### config.mk
export PLATFORM = sky130hd
export DESIGN_NAME = hbd_host_bus_mode_decode
export DESIGN_NICKNAME = d
export VERILOG_FILES = /design/src/verilog/hbd_pkg.sv /design/src/verilog/hbd_host_bus_mode_decode.sv
export SDC_FILE = /design/constraint.sdc
export NUM_CORES = 1
export LEC_CHECK = 0
export BUFFER_PORTS_ARGS = -buffer_cell sky130_fd_sc_hd__buf_2
export CORE_ASPECT_RATIO = 0.75
export CORE_UTILIZATION = 35
export DETAILED_ROUTE_END_ITERATION = 16
export HOLD_SLACK_MARGIN = 0.08
export PLACE_DENSITY = 0.69
export SLEW_MARGIN = 10
export SYNTH_ARGS = -nofsm -noshare
export SYNTH_HDL_FRONTEND = slang
export SYNTH_SLANG_ARGS = --single-unit
export TNS_END_PERCENT = 10
### constraint.sdc
create_clock -name ref_clk_in -period 1.3 [get_ports ref_clk_in]
set_input_delay 0.13 -clock ref_clk_in [delete_from_list [all_inputs] [get_ports ref_clk_in]]
set_output_delay 0.13 -clock ref_clk_in [all_outputs]
set_load 0.03 [all_outputs]
### src/verilog/hbd_pkg.sv
package hbd_pkg;

    // Bus style and interface selection strap levels
    localparam logic MODE_PARALLEL = 1'b1;
    localparam logic STYLE_6800 = 1'b1;

    // Byte bus bit positions
    localparam int BIT_SERIAL_DATA = 7;
    localparam int BIT_SERIAL_CLK = 6;
    localparam int BIT_BUSY = 7;

    // Reset values
    localparam logic [7:0] BYTE_RST = 8'h00;
    localparam logic [2:0] SYNC_RST = 3'h0;
    localparam logic [2:0] SYNC_IDLE_HI = 3'h7;
    localparam logic LVL_HI = 1'h1;
    localparam logic LVL_LO = 1'h0;

    // Common output drive level select
    typedef enum logic [1:0] {
        HBD_LVL_VDD,
        HBD_LVL_V1,
        HBD_LVL_V4,
        HBD_LVL_V5
    } hbd_level_e;

    // Decoded access strobe to the core
    typedef struct packed {
        logic data_wr;
        logic cmd_wr;
        logic data_rd;
        logic [7:0] wdata;
    } hbd_access_s;

endpackage
### src/verilog/hbd_host_bus_mode_decode.sv
`timescale 1ns/1ps
// Notes on behaviour
// - Strap high selects the parallel byte bus, strap low the serial input.
// - In serial mode bit 7 is serial data, bit 6 serial clock, bits 5..0 stay undriven.
// - Bus style select high means 6800 style (E, R/W), low means 8080 style.
// - A parallel read with data/command select at 1 returns display RAM data.
// - A parallel write with data/command select at 1 stores a display data byte.
// - A parallel read with data/command select at 0 returns the status byte.
// - A parallel write with data/command select at 0 is passed on as a command byte.
// - Common outputs pick V5, VDD, V1 or V4 from scan data (indicator outputs: indicator input) and frame polarity; VDD in power save.
// - Both indicator common outputs always carry the same signal.
// - With chip select inactive the bus is undriven and no access pulse is given; a write strobe still loads access_out.wdata.
// - A status read shows the busy flag on bit 7.
module hbd_host_bus_mode_decode (
    // Clock and reset
    input wire logic ref_clk_in,
    input wire logic sys_rst_in,
    // Straps
    input wire logic if_parallel_in,
    input wire logic bus_style_select_in,
    // Host bus controls
    input wire logic chip_select_low_active_n_in,
    input wire logic chip_select_high_active_in,
    input wire logic data_command_select_in,
    input wire logic rd_strobe_n_in,
    input wire logic wr_strobe_n_in,
    // Byte bus pins
    input wire logic [7:0] bus_data_in,
    output logic [7:0] bus_data_out,
    output logic [7:0] bus_data_oe_out,
    // Core side
    input wire logic [7:0] ram_rdata_in,
    input wire logic [6:0] status_low_in,
    input wire logic busy_in,
    output hbd_pkg::hbd_access_s access_out,
    output logic serial_data_out,
    output logic serial_clk_out,
    output logic serial_active_out,
    // Display drive
    input wire logic scan_data_in,
    input wire logic frame_polarity_in,
    input wire logic power_save_in,
    input wire logic indicator_in,
    output hbd_pkg::hbd_level_e common_row_out,
    output hbd_pkg::hbd_level_e indicator_common_out_a_out,
    output hbd_pkg::hbd_level_e indicator_common_out_b_out
);
    import hbd_pkg::*;

    ////////////////////////////////////////////////////////////////////////////
    // Pin synchronisers: three stages, change taken when stages 2 and 3 agree

    logic [2:0] sy_rd_q, sy_rd_d;
    logic [2:0] sy_wr_q, sy_wr_d;
    logic [2:0] sy_sel_q, sy_sel_d;
    logic [2:0] sy_dc_q, sy_dc_d;
    // Byte bus delayed alongside the strobes so each sample lines up with its strobe;
    // no glitch filter needed, a sample only counts while its strobe is seen active
    logic [2:0][7:0] sy_data_q, sy_data_d;
    logic rd_n_q, rd_n_d;
    logic wr_n_q, wr_n_d;
    logic sel_q, sel_d;
    logic dc_q, dc_d;
    logic chip_sel;
    logic style_6800;

    function automatic logic filt(input logic [2:0] s, input logic prev);
        filt = (s[1] == s[2]) ? s[2] : prev;
    endfunction

    // Combined chip select pin level; both must be asserted
    assign chip_sel = ~chip_select_low_active_n_in & chip_select_high_active_in;
    // Style strap is static, so it is used without a synchroniser
    assign style_6800 = (bus_style_select_in == STYLE_6800);

    always_comb begin
        sy_rd_d = {sy_rd_q[1:0], rd_strobe_n_in};
        sy_wr_d = {sy_wr_q[1:0], wr_strobe_n_in};
        sy_sel_d = {sy_sel_q[1:0], chip_sel};
        sy_dc_d = {sy_dc_q[1:0], data_command_select_in};
        sy_data_d = {sy_data_q[1:0], bus_data_in};
        rd_n_d = filt(sy_rd_q, rd_n_q);
        wr_n_d = filt(sy_wr_q, wr_n_q);
        sel_d = filt(sy_sel_q, sel_q);
        dc_d = filt(sy_dc_q, dc_q);
    end

    always_ff @(posedge ref_clk_in) begin
        if (sys_rst_in) begin
            // Strobes start at their 8080 idle level; select starts off, which masks
            // the one false E edge that a 6800 host would otherwise cause after reset
            sy_rd_q <= SYNC_IDLE_HI;
            sy_wr_q <= SYNC_IDLE_HI;
            sy_sel_q <= SYNC_RST;
            sy_dc_q <= SYNC_RST;
            sy_data_q <= {3{BYTE_RST}};
            rd_n_q <= LVL_HI;
            wr_n_q <= LVL_HI;
            sel_q <= LVL_LO;
            dc_q <= LVL_LO;
        end else begin
            sy_rd_q <= sy_rd_d;
            sy_wr_q <= sy_wr_d;
            sy_sel_q <= sy_sel_d;
            sy_dc_q <= sy_dc_d;
            sy_data_q <= sy_data_d;
            rd_n_q <= rd_n_d;
            wr_n_q <= wr_n_d;
            sel_q <= sel_d;
            dc_q <= dc_d;
        end
    end

    ////////////////////////////////////////////////////////////////////////////
    // Access decode on the synchronised strobes

    logic [7:0] wdata_q, wdata_d;
    hbd_access_s acc_q, acc_d;
    logic wr_taking;
    logic wr_end;
    logic rd_end;

    // Third stage marks samples taken while the write was active; the filtered
    // level lags past the host's data hold time, so it cannot qualify the data
    assign wr_taking = style_6800 ? (sy_rd_q[2] & ~sy_wr_q[2]) : ~sy_wr_q[2];
    // 6800 style ends on E falling; 8080 style on the strobe rising
    assign wr_end = style_6800 ? (rd_n_q & ~rd_n_d & ~wr_n_q) : (~wr_n_q & wr_n_d);
    assign rd_end = style_6800 ? (rd_n_q & ~rd_n_d & wr_n_q) : (~rd_n_q & rd_n_d);

    always_comb begin
        // Last sample before the strobe ends is the one that counts
        wdata_d = wdata_q;
        if (wr_taking) begin
            wdata_d = sy_data_q[2];
        end
        acc_d = '0;
        acc_d.wdata = wdata_q;
        // Pulses only while selected in parallel mode
        if (sel_q && if_parallel_in == MODE_PARALLEL) begin
            if (wr_end) begin
                acc_d.data_wr = dc_q;
                acc_d.cmd_wr = ~dc_q;
            end
            // Status reads give no pulse; they change nothing in the core
            if (rd_end) begin
                acc_d.data_rd = dc_q;
            end
        end
    end

    always_ff @(posedge ref_clk_in) begin
        if (sys_rst_in) begin
            wdata_q <= BYTE_RST;
            acc_q <= '0;
        end else begin
            wdata_q <= wdata_d;
            acc_q <= acc_d;
        end
    end

    ////////////////////////////////////////////////////////////////////////////
    // Read byte register

    logic [7:0] rdata_q, rdata_d;

    always_comb begin
        // Busy sits on bit 7 of the status byte
        rdata_d = dc_q ? ram_rdata_in : {busy_in, status_low_in};
    end

    always_ff @(posedge ref_clk_in) begin
        if (sys_rst_in) begin
            rdata_q <= BYTE_RST;
        end else begin
            rdata_q <= rdata_d;
        end
    end

    ////////////////////////////////////////////////////////////////////////////
    // Bus drive: read data in parallel mode only; serial mode never drives

    logic is_read;

    // Bus drive is combinational on the pin levels so the host sees data inside its strobe;
    // the byte itself lags a select change by five cycles, so the host sets it up first
    // 6800 style reads with E high and R/W high, 8080 style with read low and write high
    assign is_read = style_6800 ? (rd_strobe_n_in & wr_strobe_n_in)
                                : (~rd_strobe_n_in & wr_strobe_n_in);
    assign bus_data_out = rdata_q;
    assign bus_data_oe_out = (chip_sel && if_parallel_in == MODE_PARALLEL && is_read)
                           ? 8'hFF : 8'h00;
    assign access_out = acc_q;

    // Serial pins handed on raw; the shifter resynchronises them
    assign serial_data_out = bus_data_in[BIT_SERIAL_DATA];
    assign serial_clk_out = bus_data_in[BIT_SERIAL_CLK];
    assign serial_active_out = (if_parallel_in != MODE_PARALLEL) & sel_q;

    ////////////////////////////////////////////////////////////////////////////
    // Common drive level select

    function automatic hbd_level_e com_level(input logic scan, input logic fr, input logic ps);
        // Power save overrides the scan and polarity table
        if (ps) begin
            com_level = HBD_LVL_VDD;
        end else begin
            unique case ({scan, fr})
                2'b11: com_level = HBD_LVL_V5;
                2'b10: com_level = HBD_LVL_VDD;
                2'b01: com_level = HBD_LVL_V1;
                2'b00: com_level = HBD_LVL_V4;
            endcase
        end
    endfunction

    assign common_row_out = com_level(scan_data_in, frame_polarity_in, power_save_in);
    // One source feeds both indicator terminals
    assign indicator_common_out_a_out = com_level(indicator_in, frame_polarity_in,
                                                  power_save_in);
    assign indicator_common_out_b_out = indicator_common_out_a_out;

endmodule // hbd_host_bus_mode_decode

Word-level counts from Yosys, hierarchy flattened
Index checks and enable logic that the tools add are counted.
{ "op_classes": {"muxes": 12, "reduce_logical": 7, "bitwise_logic": 21, "n_eq_ne": 10} }
{ "ops": {"columns": ["cell", "count"], "rows": [
  ["2-to-1 mux 8 bit", 2],
  ["one-hot mux 2 bit (4 select lines)", 2],
  ["inverter 1 bit", 11],
  ["AND 1 bit", 10],
  ["equality test 2 bit, second input constant", 4],
  ["2-to-1 mux 1 bit", 6],
  ["OR reduction 3 bit", 2],
  ["equality test 1 bit", 4],
  ["equality test 2 x 1 -> 1 bit, second input constant", 2],
  ["zero test 2 bit", 2],
  ["2-to-1 mux 2 bit", 2],
  ["logical AND 1 bit", 3]
]} }
{ "totals": {"inputBits": 37, "reg_bits": 67, "word_cells": 67} }

Longest topological paths before layout
Gate-level depths: netlist of the first run.
{ "logic_depth": {"depth_word": 8, "ltp_mapped": 5} }

Worst setup path after synthesis of the first run
No wires, ideal clock.
{ "synth_path": {"path_kind": "input port to output port", "startpoint": "in chip_select_low_active_n_in", "endpoint": "out bus_data_oe_out[1]", "n_path_buf": 1, "t_arrival_ps": 1647, "stages": 3, "setup_slack_ps": -477, "cell_sequence": "nand2b_1 nor3_1 buf_4"} }
{ "synth_between": {"elab_chain_cells": 5} }
{ "synth_lines": {"columns": ["item", "line", "source"], "rows": [
  ["start, declared", "hbd_host_bus_mode_decode.sv:22", "input wire logic chip_select_low_active_n_in,"],
  ["inverter 1 bit", "hbd_host_bus_mode_decode.sv:72", "assign chip_sel = ~chip_select_low_active_n_in & chip_select_high_active_in;"],
  ["AND 1 bit", "hbd_host_bus_mode_decode.sv:72", null],
  ["logical AND 1 bit (2 in a row)", "hbd_host_bus_mode_decode.sv:190", "assign bus_data_oe_out = (chip_sel && if_parallel_in == MODE_PARALLEL && is_read)"],
  ["2-to-1 mux 8 bit", "hbd_host_bus_mode_decode.sv:191", "? 8'hFF : 8'h00;"],
  ["end, declared", "hbd_host_bus_mode_decode.sv:30", "output logic [7:0] bus_data_oe_out,"]
]} }
Every way passes these cells.

Final worst setup path of the first run
{ "layout_path": {"startpoint": "reg sel_q", "endpoint": "out serial_active_out"} }
{ "layout_between": {"elab_chain_cells": 1} }
{ "layout_lines": {"columns": ["item", "line", "source"], "rows": [
  ["start, declared", "hbd_host_bus_mode_decode.sv:62", "logic sel_q, sel_d;"],
  ["start signal, assigned", "hbd_host_bus_mode_decode.sv:109", "sel_q <= sel_d;"],
  ["AND 1 bit", "hbd_host_bus_mode_decode.sv:197", "assign serial_active_out = (if_parallel_in != MODE_PARALLEL) & sel_q;"],
  ["end, declared", "hbd_host_bus_mode_decode.sv:38", "output logic serial_active_out,"]
]} }
Every way passes these cells.

==> results by group, run 1 <==
Timing
  • TNS Setup: 0 ns
  • Clk_skew: 0.00570 ns
  • Max-slew violation count: 0
  • Period utilization: 91.0%
  • Slew headroom: 80.3%
  • Hold Fails Final Rpt: 0
  • # setup viols final: 0
  • RSZ-0062 raised after global routing: no
  • Slack of the critical path: 0.117 ns
  • Fmax: 845 MHz
  • Worst-Margin Slew: 0.295 ns
  • Post-layout min period: 1.18 ns

CTS
  • CTS Root Cell: clkbuf_8
  • Post-cts resize count: 0
  • H-tree levels: 3
  • Clk buf depth: 2
  • Clock-pin slew on the worst setup and hold paths: 0.07 ns
  • Hold_buf cts: 28
  • CTS tree: built
  • Postcts setup bufs: 0
  • Cts bufs inserted: 9
  • Worst-Skew Late Latency: 0.33 ns
  • Clock sink count: 67

Synth
  • Register area share after synthesis: 58.8%
  • YS warnings: 0
  • Synth cell types: 29
  • Post-Syn Nets: 254
  • Post-Syn Area: 2280 um^2
  • Post-synth top flop: dfxtp_1
  • Post-synth ARST share: 0%
  • Share of the synthesized area in the top cell type: 58.8%
  • Largest cells by area after synthesis: dfxtp_1 (59%), nor2b_1 (11%), buf_4 (3.6%), mux2i_1 (3.5%), or3b_1 (3.1%)
  • Post-Syn Area per Cell: 10.7 um^2
  • FF+latch count, synth: 67
  • Post-synth top area cell: dfxtp_1
  • EDFF count, synth: 0
  • Syn Inst Count: 213

Global route
  • Initial antenna violation count: 0
  • GR Overflow Total: 0
  • Pin count of the biggest net entering global routing: 66
  • Vias in the first global route: 1,431
  • Global-route wire length before repair: 6090 um
  • GRT Overall Usage: 11.9%

Pwr
  • Leak: 0.00139 uW
  • Pwr dens: 1470 nW/um^2
  • Peak supply drop: 0.672 mV

Worst setup path
  • CP arrival: 1.05 ns
  • Crit path capture type: output port
  • R2R Setup Slk: 0.20 ns
  • Crit Path Category: flip-flop to output port
  • CP required: 1.17 ns
  • Crit-path max FO: 5
  • CP Launch Type: flip-flop
  • R2R depth: 3
  • RR Endpoint: access_out[9]$_SDFF_PP0_
  • Reg-to-Reg Start: sy_wr_q[1]$_SDFF_PP1_

Die
  • Io pins: 73
  • Full die area: 6840 um^2
  • Std-Cell Rows: 25
  • Die Ht: 71.9 um
  • Core area: 6290 um^2
  • Die Width: 95.2 um
  • Initial core utilization: 36.3%

Placed design
  • Cell count after placement: 348
  • IO Port Bufs: 72
  • Pre-CTS setup slack: 0.222 ns
  • Post-DP Area: 2660 um^2
  • Gp weighted congestion: 0.683
  • Post-DP HPWL: 2310 um

Route
  • Via count: 1,593
  • Post-DR wirelength/cell: 9.91 um
  • Top sig layer: met4
  • Vias/cell: 4.06
  • Drt drc: 0
  • Post-Route M1 WL: 1790 um
  • Iter 0 DRT Violations: 121
  • DRT Wirelength: 3890 um
  • Met2 wire length: 1790 um
  • Post-DRT Antenna Nets: 0
  • Length of the first detailed-routing pass in iterations: 4
  • Metal3 WL: 286 um

Cells and area
  • Final core utilization: 50.9%
  • ANT cells: 0
  • Synth-to-Final Area Change: 40.3%
  • Design area: 3200 um^2
  • Fin nets: 347
  • Share of cells above drive strength 1: 33.4%
  • Non-Filler Instances: 392

Hold path
  • Worst hold path class: input port to flip-flop
  • Hold Path Cell Cnt: 3
  • Hold path startpoint: chip_select_high_active_in
  • Hold endpoint: sy_sel_q[0]$_SDFF_PP0_

Status
  • Outcome: finished, final reports clean

Job
  • Max cap viols: 0
## stage by stage
stage          power, uW  hold slack, ns
2_1_floorplan       2370           0.237
3_3_place_gp        2460           0.342
3_5_place_dp        2460           0.340
4_1_cts             4760          0.0911
6_report            4700           0.100
5_1_grt             4900           0.106
## state kept, by name (all words and copies together), names as in the netlist
signal	count
wr_n_q	1
wdata_q	8
sel_q	1
sy_rd_q	3
bus_data_out	8
sy_wr_q	3
sy_sel_q	3
dc_q	1
sy_data_d	16
access_out	11
sy_data_q	8
rd_n_q	1
sy_dc_q	3
## critical path: stages (launching register included)
cell	delay, ns
dfxtp_1	0.39
nor2b_1	0.14
buf_2	0.20
## synth_stat cells, types with 2 or more instances
master,count
nor3_1,2
nand2_1,4
nor2b_1,40
o21ai_1,6
or2_2,6
o21ai_0,4
buf_2,4
a21oi_1,12
buf_4,11
dfxtp_1,67
nor2_1,16
or3b_1,8
inv_1,2
o21bai_1,2
a21oi_2,2
buf_1,2
ha_1,4
clkbuf_1,3
mux2i_1,8
## worst max-delay path by stage
stage,endpoint,cells after the start,startpoint,slack [ns]
after floorplan,indicator_common_out_b_out[1],4,indicator_in,0.009
after CTS,serial_active_out,2,sel_q$_SDFFE_PP0N_,0.10
final,serial_active_out,2,sel_q$_SDFFE_PP0N_,0.12
after global routing,serial_active_out,2,sel_q$_SDFFE_PP0N_,0.05
after global placement,access_out[9]$_SDFF_PP0_,3,sy_wr_q[1]$_SDFF_PP1_,0.24
after detailed placement,access_out[9]$_SDFF_PP0_,3,sy_wr_q[1]$_SDFF_PP1_,0.22
## layer usage
| layer | up-vias | track usage, % |
|---|---|---|
| li1 | 870 | - |
| met3 | 3 | 6.29 |
| met1 | 668 | 13.6 |
| met5 | - | 0 |
| met4 | 0 | 4.55 |
| met2 | 52 | 18.8 |
## power by group
group / switching [uW] / internal (uW) / leakage (uW)
Combinational: 183 / 173 / 0.000717
Sequential: 16.3 / 2110 / 0.000548
Clock: 751 / 1460 / 0.000125
Total: 950 / 3750 / 0.00139
## logic make-up after synthesis
logic type               count (synthesis)  share of synthesized area, %
XOR/XNOR                                 1                         0.384
flip-flops                              67                          58.8
multiplexers                             8                          3.51
AO/OA/AOI/OAI                           27                          6.75
buffers and inverters                   23                          6.15
adder cells (fa/ha/maj)                  4                          2.20
AND/OR/NAND/NOR                         83                          22.2
## layout make-up
cell class / instances / area, um^2
Clock buffer: 9 / 124
Clock inverter: 7 / 140
Sequential cell: 67 / 1340
Timing Repair Buffer: 103 / 676
Multi-Input combinational cell: 123 / 810
Tap cell: 81 / 101
Fill cell: 591 / 3090
Inverter: 2 / 7.51
## cell usage in the layout (no fill, tap or decap), types with 2 or more instances in the layout
master / count
inv_1: 2
ha_1: 4
nor2_1: 16
nand2_1: 4
or3b_1: 8
a21oi_2: 2
buf_2: 72
clkinvlp_4: 2
nor2b_1: 40
clkbuf_8: 9
o21ai_1: 6
mux2i_1: 8
or2_2: 6
o21bai_1: 2
buf_4: 2
dfxtp_1: 67
o21ai_0: 4
a21oi_1: 12
bufinv_16: 4
dlygate4sd3_1: 28
Power figures use the tool's default switching activity.
==> inputs of run 2 (changes only) <==
--- a/config.mk
+++ b/config.mk
@@ -10,2 +10,3 @@
 export CORE_UTILIZATION = 35
+export CTS_CLUSTER_DIAMETER = 100
 export DETAILED_ROUTE_END_ITERATION = 16
--- a/constraint.sdc
+++ b/constraint.sdc
@@ -3,2 +3,2 @@
 set_output_delay 0.13 -clock ref_clk_in [all_outputs]
-set_load 0.03 [all_outputs]
+set_load 0.005 [all_outputs]
==> run 2 against run 1 <==
Final area decreased by 1.4%. Fmax is 3.9% higher. Via count grew 3.4%. Register-to-register slack about the same. Non-clock buffer count up 2. Sequential power about the same. Setup slack gained 0.045 ns. Largest power group is now sequential cells.
==> results by group, run 2 (synthesis gave the netlist of run 1 again) <==
Status
  • Outcome: finished, final reports clean (unchanged)

Cells and area
  • ANT cells: 0 (unchanged)
  • Synth-to-Final Area Change: 38.4% (was 40.3%)
  • Non-Filler Instances: 394 (was 392)
  • Fin nets: 349 (was 347)
  • Share of cells above drive strength 1: 32.9% (was 33.4%)
  • Commonest cells after routing, fill and taps aside: buf_2 (72), dfxtp_1 (67), nor2b_1 (40) (unchanged)
  • Commonest non-fill, non-tap cell in the layout: buf_2 (unchanged)
  • Largest register FFs: 16 (unchanged)

Worst setup path
  • CP Launch Type: flip-flop (unchanged)
  • Crit path to: serial_active_out (unchanged)
  • CP arrival: 1.01 ns (was 1.05 ns)
  • Crit path capture type: output port (unchanged)
  • Reg-to-Reg Start: sy_wr_q[1]$_SDFF_PP1_ (unchanged)
  • Start point of the critical path: sel_q$_SDFFE_PP0N_ (unchanged)
  • CP required: 1.17 ns (about the same)
  • Crit-path max FO: 5 (unchanged)
  • R2R Setup Slk: 0.20 ns (about the same)
  • R2R depth: 3 (unchanged)
  • Crit Path Category: flip-flop to output port (unchanged)
  • RR Endpoint: access_out[9]$_SDFF_PP0_ (unchanged)

Global route
  • Initial antenna violation count: 0 (unchanged)
  • Pin count of the biggest net entering global routing: 66 (unchanged)
  • Global-route wire length before repair: 5980 um (was 6090 um)
  • GRT Overall Usage: 12.0% (was 11.9%)
  • GR Overflow Total: 0 (unchanged)
  • Vias in the first global route: 1,406 (was 1,431)

Pwr
  • Peak supply drop: 0.639 mV (was 0.672 mV)
  • Combinational Power Share: 6.8% (was 7.6%)
  • Clock power share: 42.3% (was 47.1%)
  • Net switching power: 850 uW (was 950 uW)
  • Leak: 0.00137 uW (was 0.00139 uW)
  • Pwr dens: 1320 nW/um^2 (was 1470 nW/um^2)
  • Switching Fraction: 20.4% (was 20.2%)
  • Internal power: 3330 uW (was 3750 uW)
  • Total Power: 4180 uW (was 4700 uW)
  • Sequential share of power: 50.9% (was 45.3%)

Placed design
  • IO Port Bufs: 72 (unchanged)
  • Cell count after placement: 349 (was 348)
  • Post-DP HPWL: 2360 um (was 2310 um)
  • Pre-CTS setup slack: 0.203 ns (was 0.222 ns)
  • Gp weighted congestion: 0.735 (was 0.683)

Die
  • Core area: 6290 um^2 (unchanged)
  • Full die area: 6840 um^2 (unchanged)
  • Die Width: 95.2 um (unchanged)
  • Die Ht: 71.9 um (unchanged)
  • Std-Cell Rows: 25 (unchanged)
  • Initial core utilization: 36.3% (unchanged)
  • Io pins: 73 (unchanged)

CTS
  • Clock-pin slew on the worst setup and hold paths: 0.07 ns (about the same)
  • Worst-Skew Late Latency: 0.34 ns (was 0.33 ns)
  • Postcts setup bufs: 0 (unchanged)
  • H-tree levels: 3 (unchanged)
  • CTS tree: built (unchanged)
  • Clock sink count: 67 (unchanged)
  • Clk buf depth: 2 (unchanged)
  • CTS Root Cell: clkbuf_8 (unchanged)
  • Cts bufs inserted: 9 (unchanged)

Timing
  • Hold Fails Final Rpt: 0 (unchanged)
  • Clk_skew: 0.00602 ns (was 0.00570 ns)
  • Fmax: 878 MHz (was 845 MHz)
  • RSZ-0062 raised after global routing: no (unchanged)
  • Worst-Margin Slew: 0.312 ns (was 0.295 ns)
  • Max-slew violation count: 0 (unchanged)
  • # setup viols final: 0 (unchanged)
  • Post-layout min period: 1.14 ns (was 1.18 ns)
  • TNS Setup: 0 ns (unchanged)
  • Period utilization: 87.6% (was 91.0%)
  • Slack of the critical path: 0.161 ns (was 0.117 ns)
  • Hold slack: 0.133 ns (was 0.100 ns)
  • Slew headroom: 79.2% (was 80.3%)

Route
  • Top sig layer: met4 (unchanged)
  • Drt drc: 0 (unchanged)
  • Vias/cell: 4.18 (was 4.06)
  • Post-DR wirelength/cell: 9.93 um (was 9.91 um)
  • Length of the first detailed-routing pass in iterations: 4 (unchanged)
  • Iter 0 DRT Violations: 109 (was 121)
  • Via count: 1,647 (was 1,593)
  • Post-DRT Antenna Nets: 0 (unchanged)
  • Post-Route M1 WL: 1700 um (was 1790 um)
  • Metal3 WL: 325 um (was 286 um)
  • DRT Wirelength: 3910 um (was 3890 um)
  • Met2 wire length: 1850 um (was 1790 um)

Hold path
  • Hold Path Cell Cnt: 3 (unchanged)
  • Worst hold path class: input port to flip-flop (unchanged)

Job
  • Max cap viols: 0 (unchanged)
run 2: cell types whose count changed in the layout (fill, tap and decap cells not counted):
cell           delta
buf_4             +1
bufinv_16         -3
clkbuf_1          +1
clkbuf_8          +3
clkinv_2          -1
dlygate4sd3_1     +1
nor3_1            +1
nor3_4            -1
run 2: worst min path at each step:
stage,start,to,slack [ns]
3_5_place_dp,wr_strobe_n_in,sy_wr_q[0]$_SDFF_PP1_,0.34
4_1_cts,if_parallel_in,access_out[10]$_SDFF_PP0_,0.11
6_report,if_parallel_in,access_out[10]$_SDFF_PP0_,0.13
3_3_place_gp,wr_strobe_n_in,sy_wr_q[0]$_SDFF_PP1_,0.34
2_1_floorplan,rd_strobe_n_in,sy_rd_q[0]$_SDFF_PP1_,0.24
5_1_grt,if_parallel_in,access_out[10]$_SDFF_PP0_,0.13
run 2: power groups by stage:
| stage | Clock (uW) | Combinational, uW | Sequential, uW |
|---|---|---|---|
| 2_1_floorplan | 0 | 122 | 2170 |
| 3_3_place_gp | 0 | 215 | 2170 |
| 3_5_place_dp | 0 | 220 | 2170 |
| 4_1_cts | 1830 | 287 | 2130 |
| 5_1_grt | 1920 | 319 | 2130 |
| 6_report | 1770 | 285 | 2130 |
run 2: what timing repair did:
item                      in CTS  in global routing
hold endpoints to repair      21                  0
gates resized for setup        0                  0
hold buffers                  29                  0
run 2: metal layers:
layer  global-route usage [%]  up-vias
li1                         -      869
met3                     7.55        6
met5                        0        -
met2                     19.9       45
met1                     12.3      727
met4                     4.04        0
run 2: area by class of cell:
type	count	area [um^2]
Fill cell	578	3130
Inverter	2	7.51
Clock buffer	13	169
Tap cell	81	101
Clock inverter	3	45.0
Sequential cell	67	1340
Timing Repair Buffer	105	693
Multi-Input combinational cell	123	798
run 2: per-stage QoR:
stage	utilization, %	cell area (um^2)
floorplan	-	2280
global placement	42.2	2650
detailed placement	42.2	2650
CTS	50.2	3160
global route	50.2	3160
finish	50.2	3160
run 2: critical path: stages, from the launching register on:
cell     delay, ns
dfxtp_1       0.40
nor2b_1       0.16
buf_2         0.12
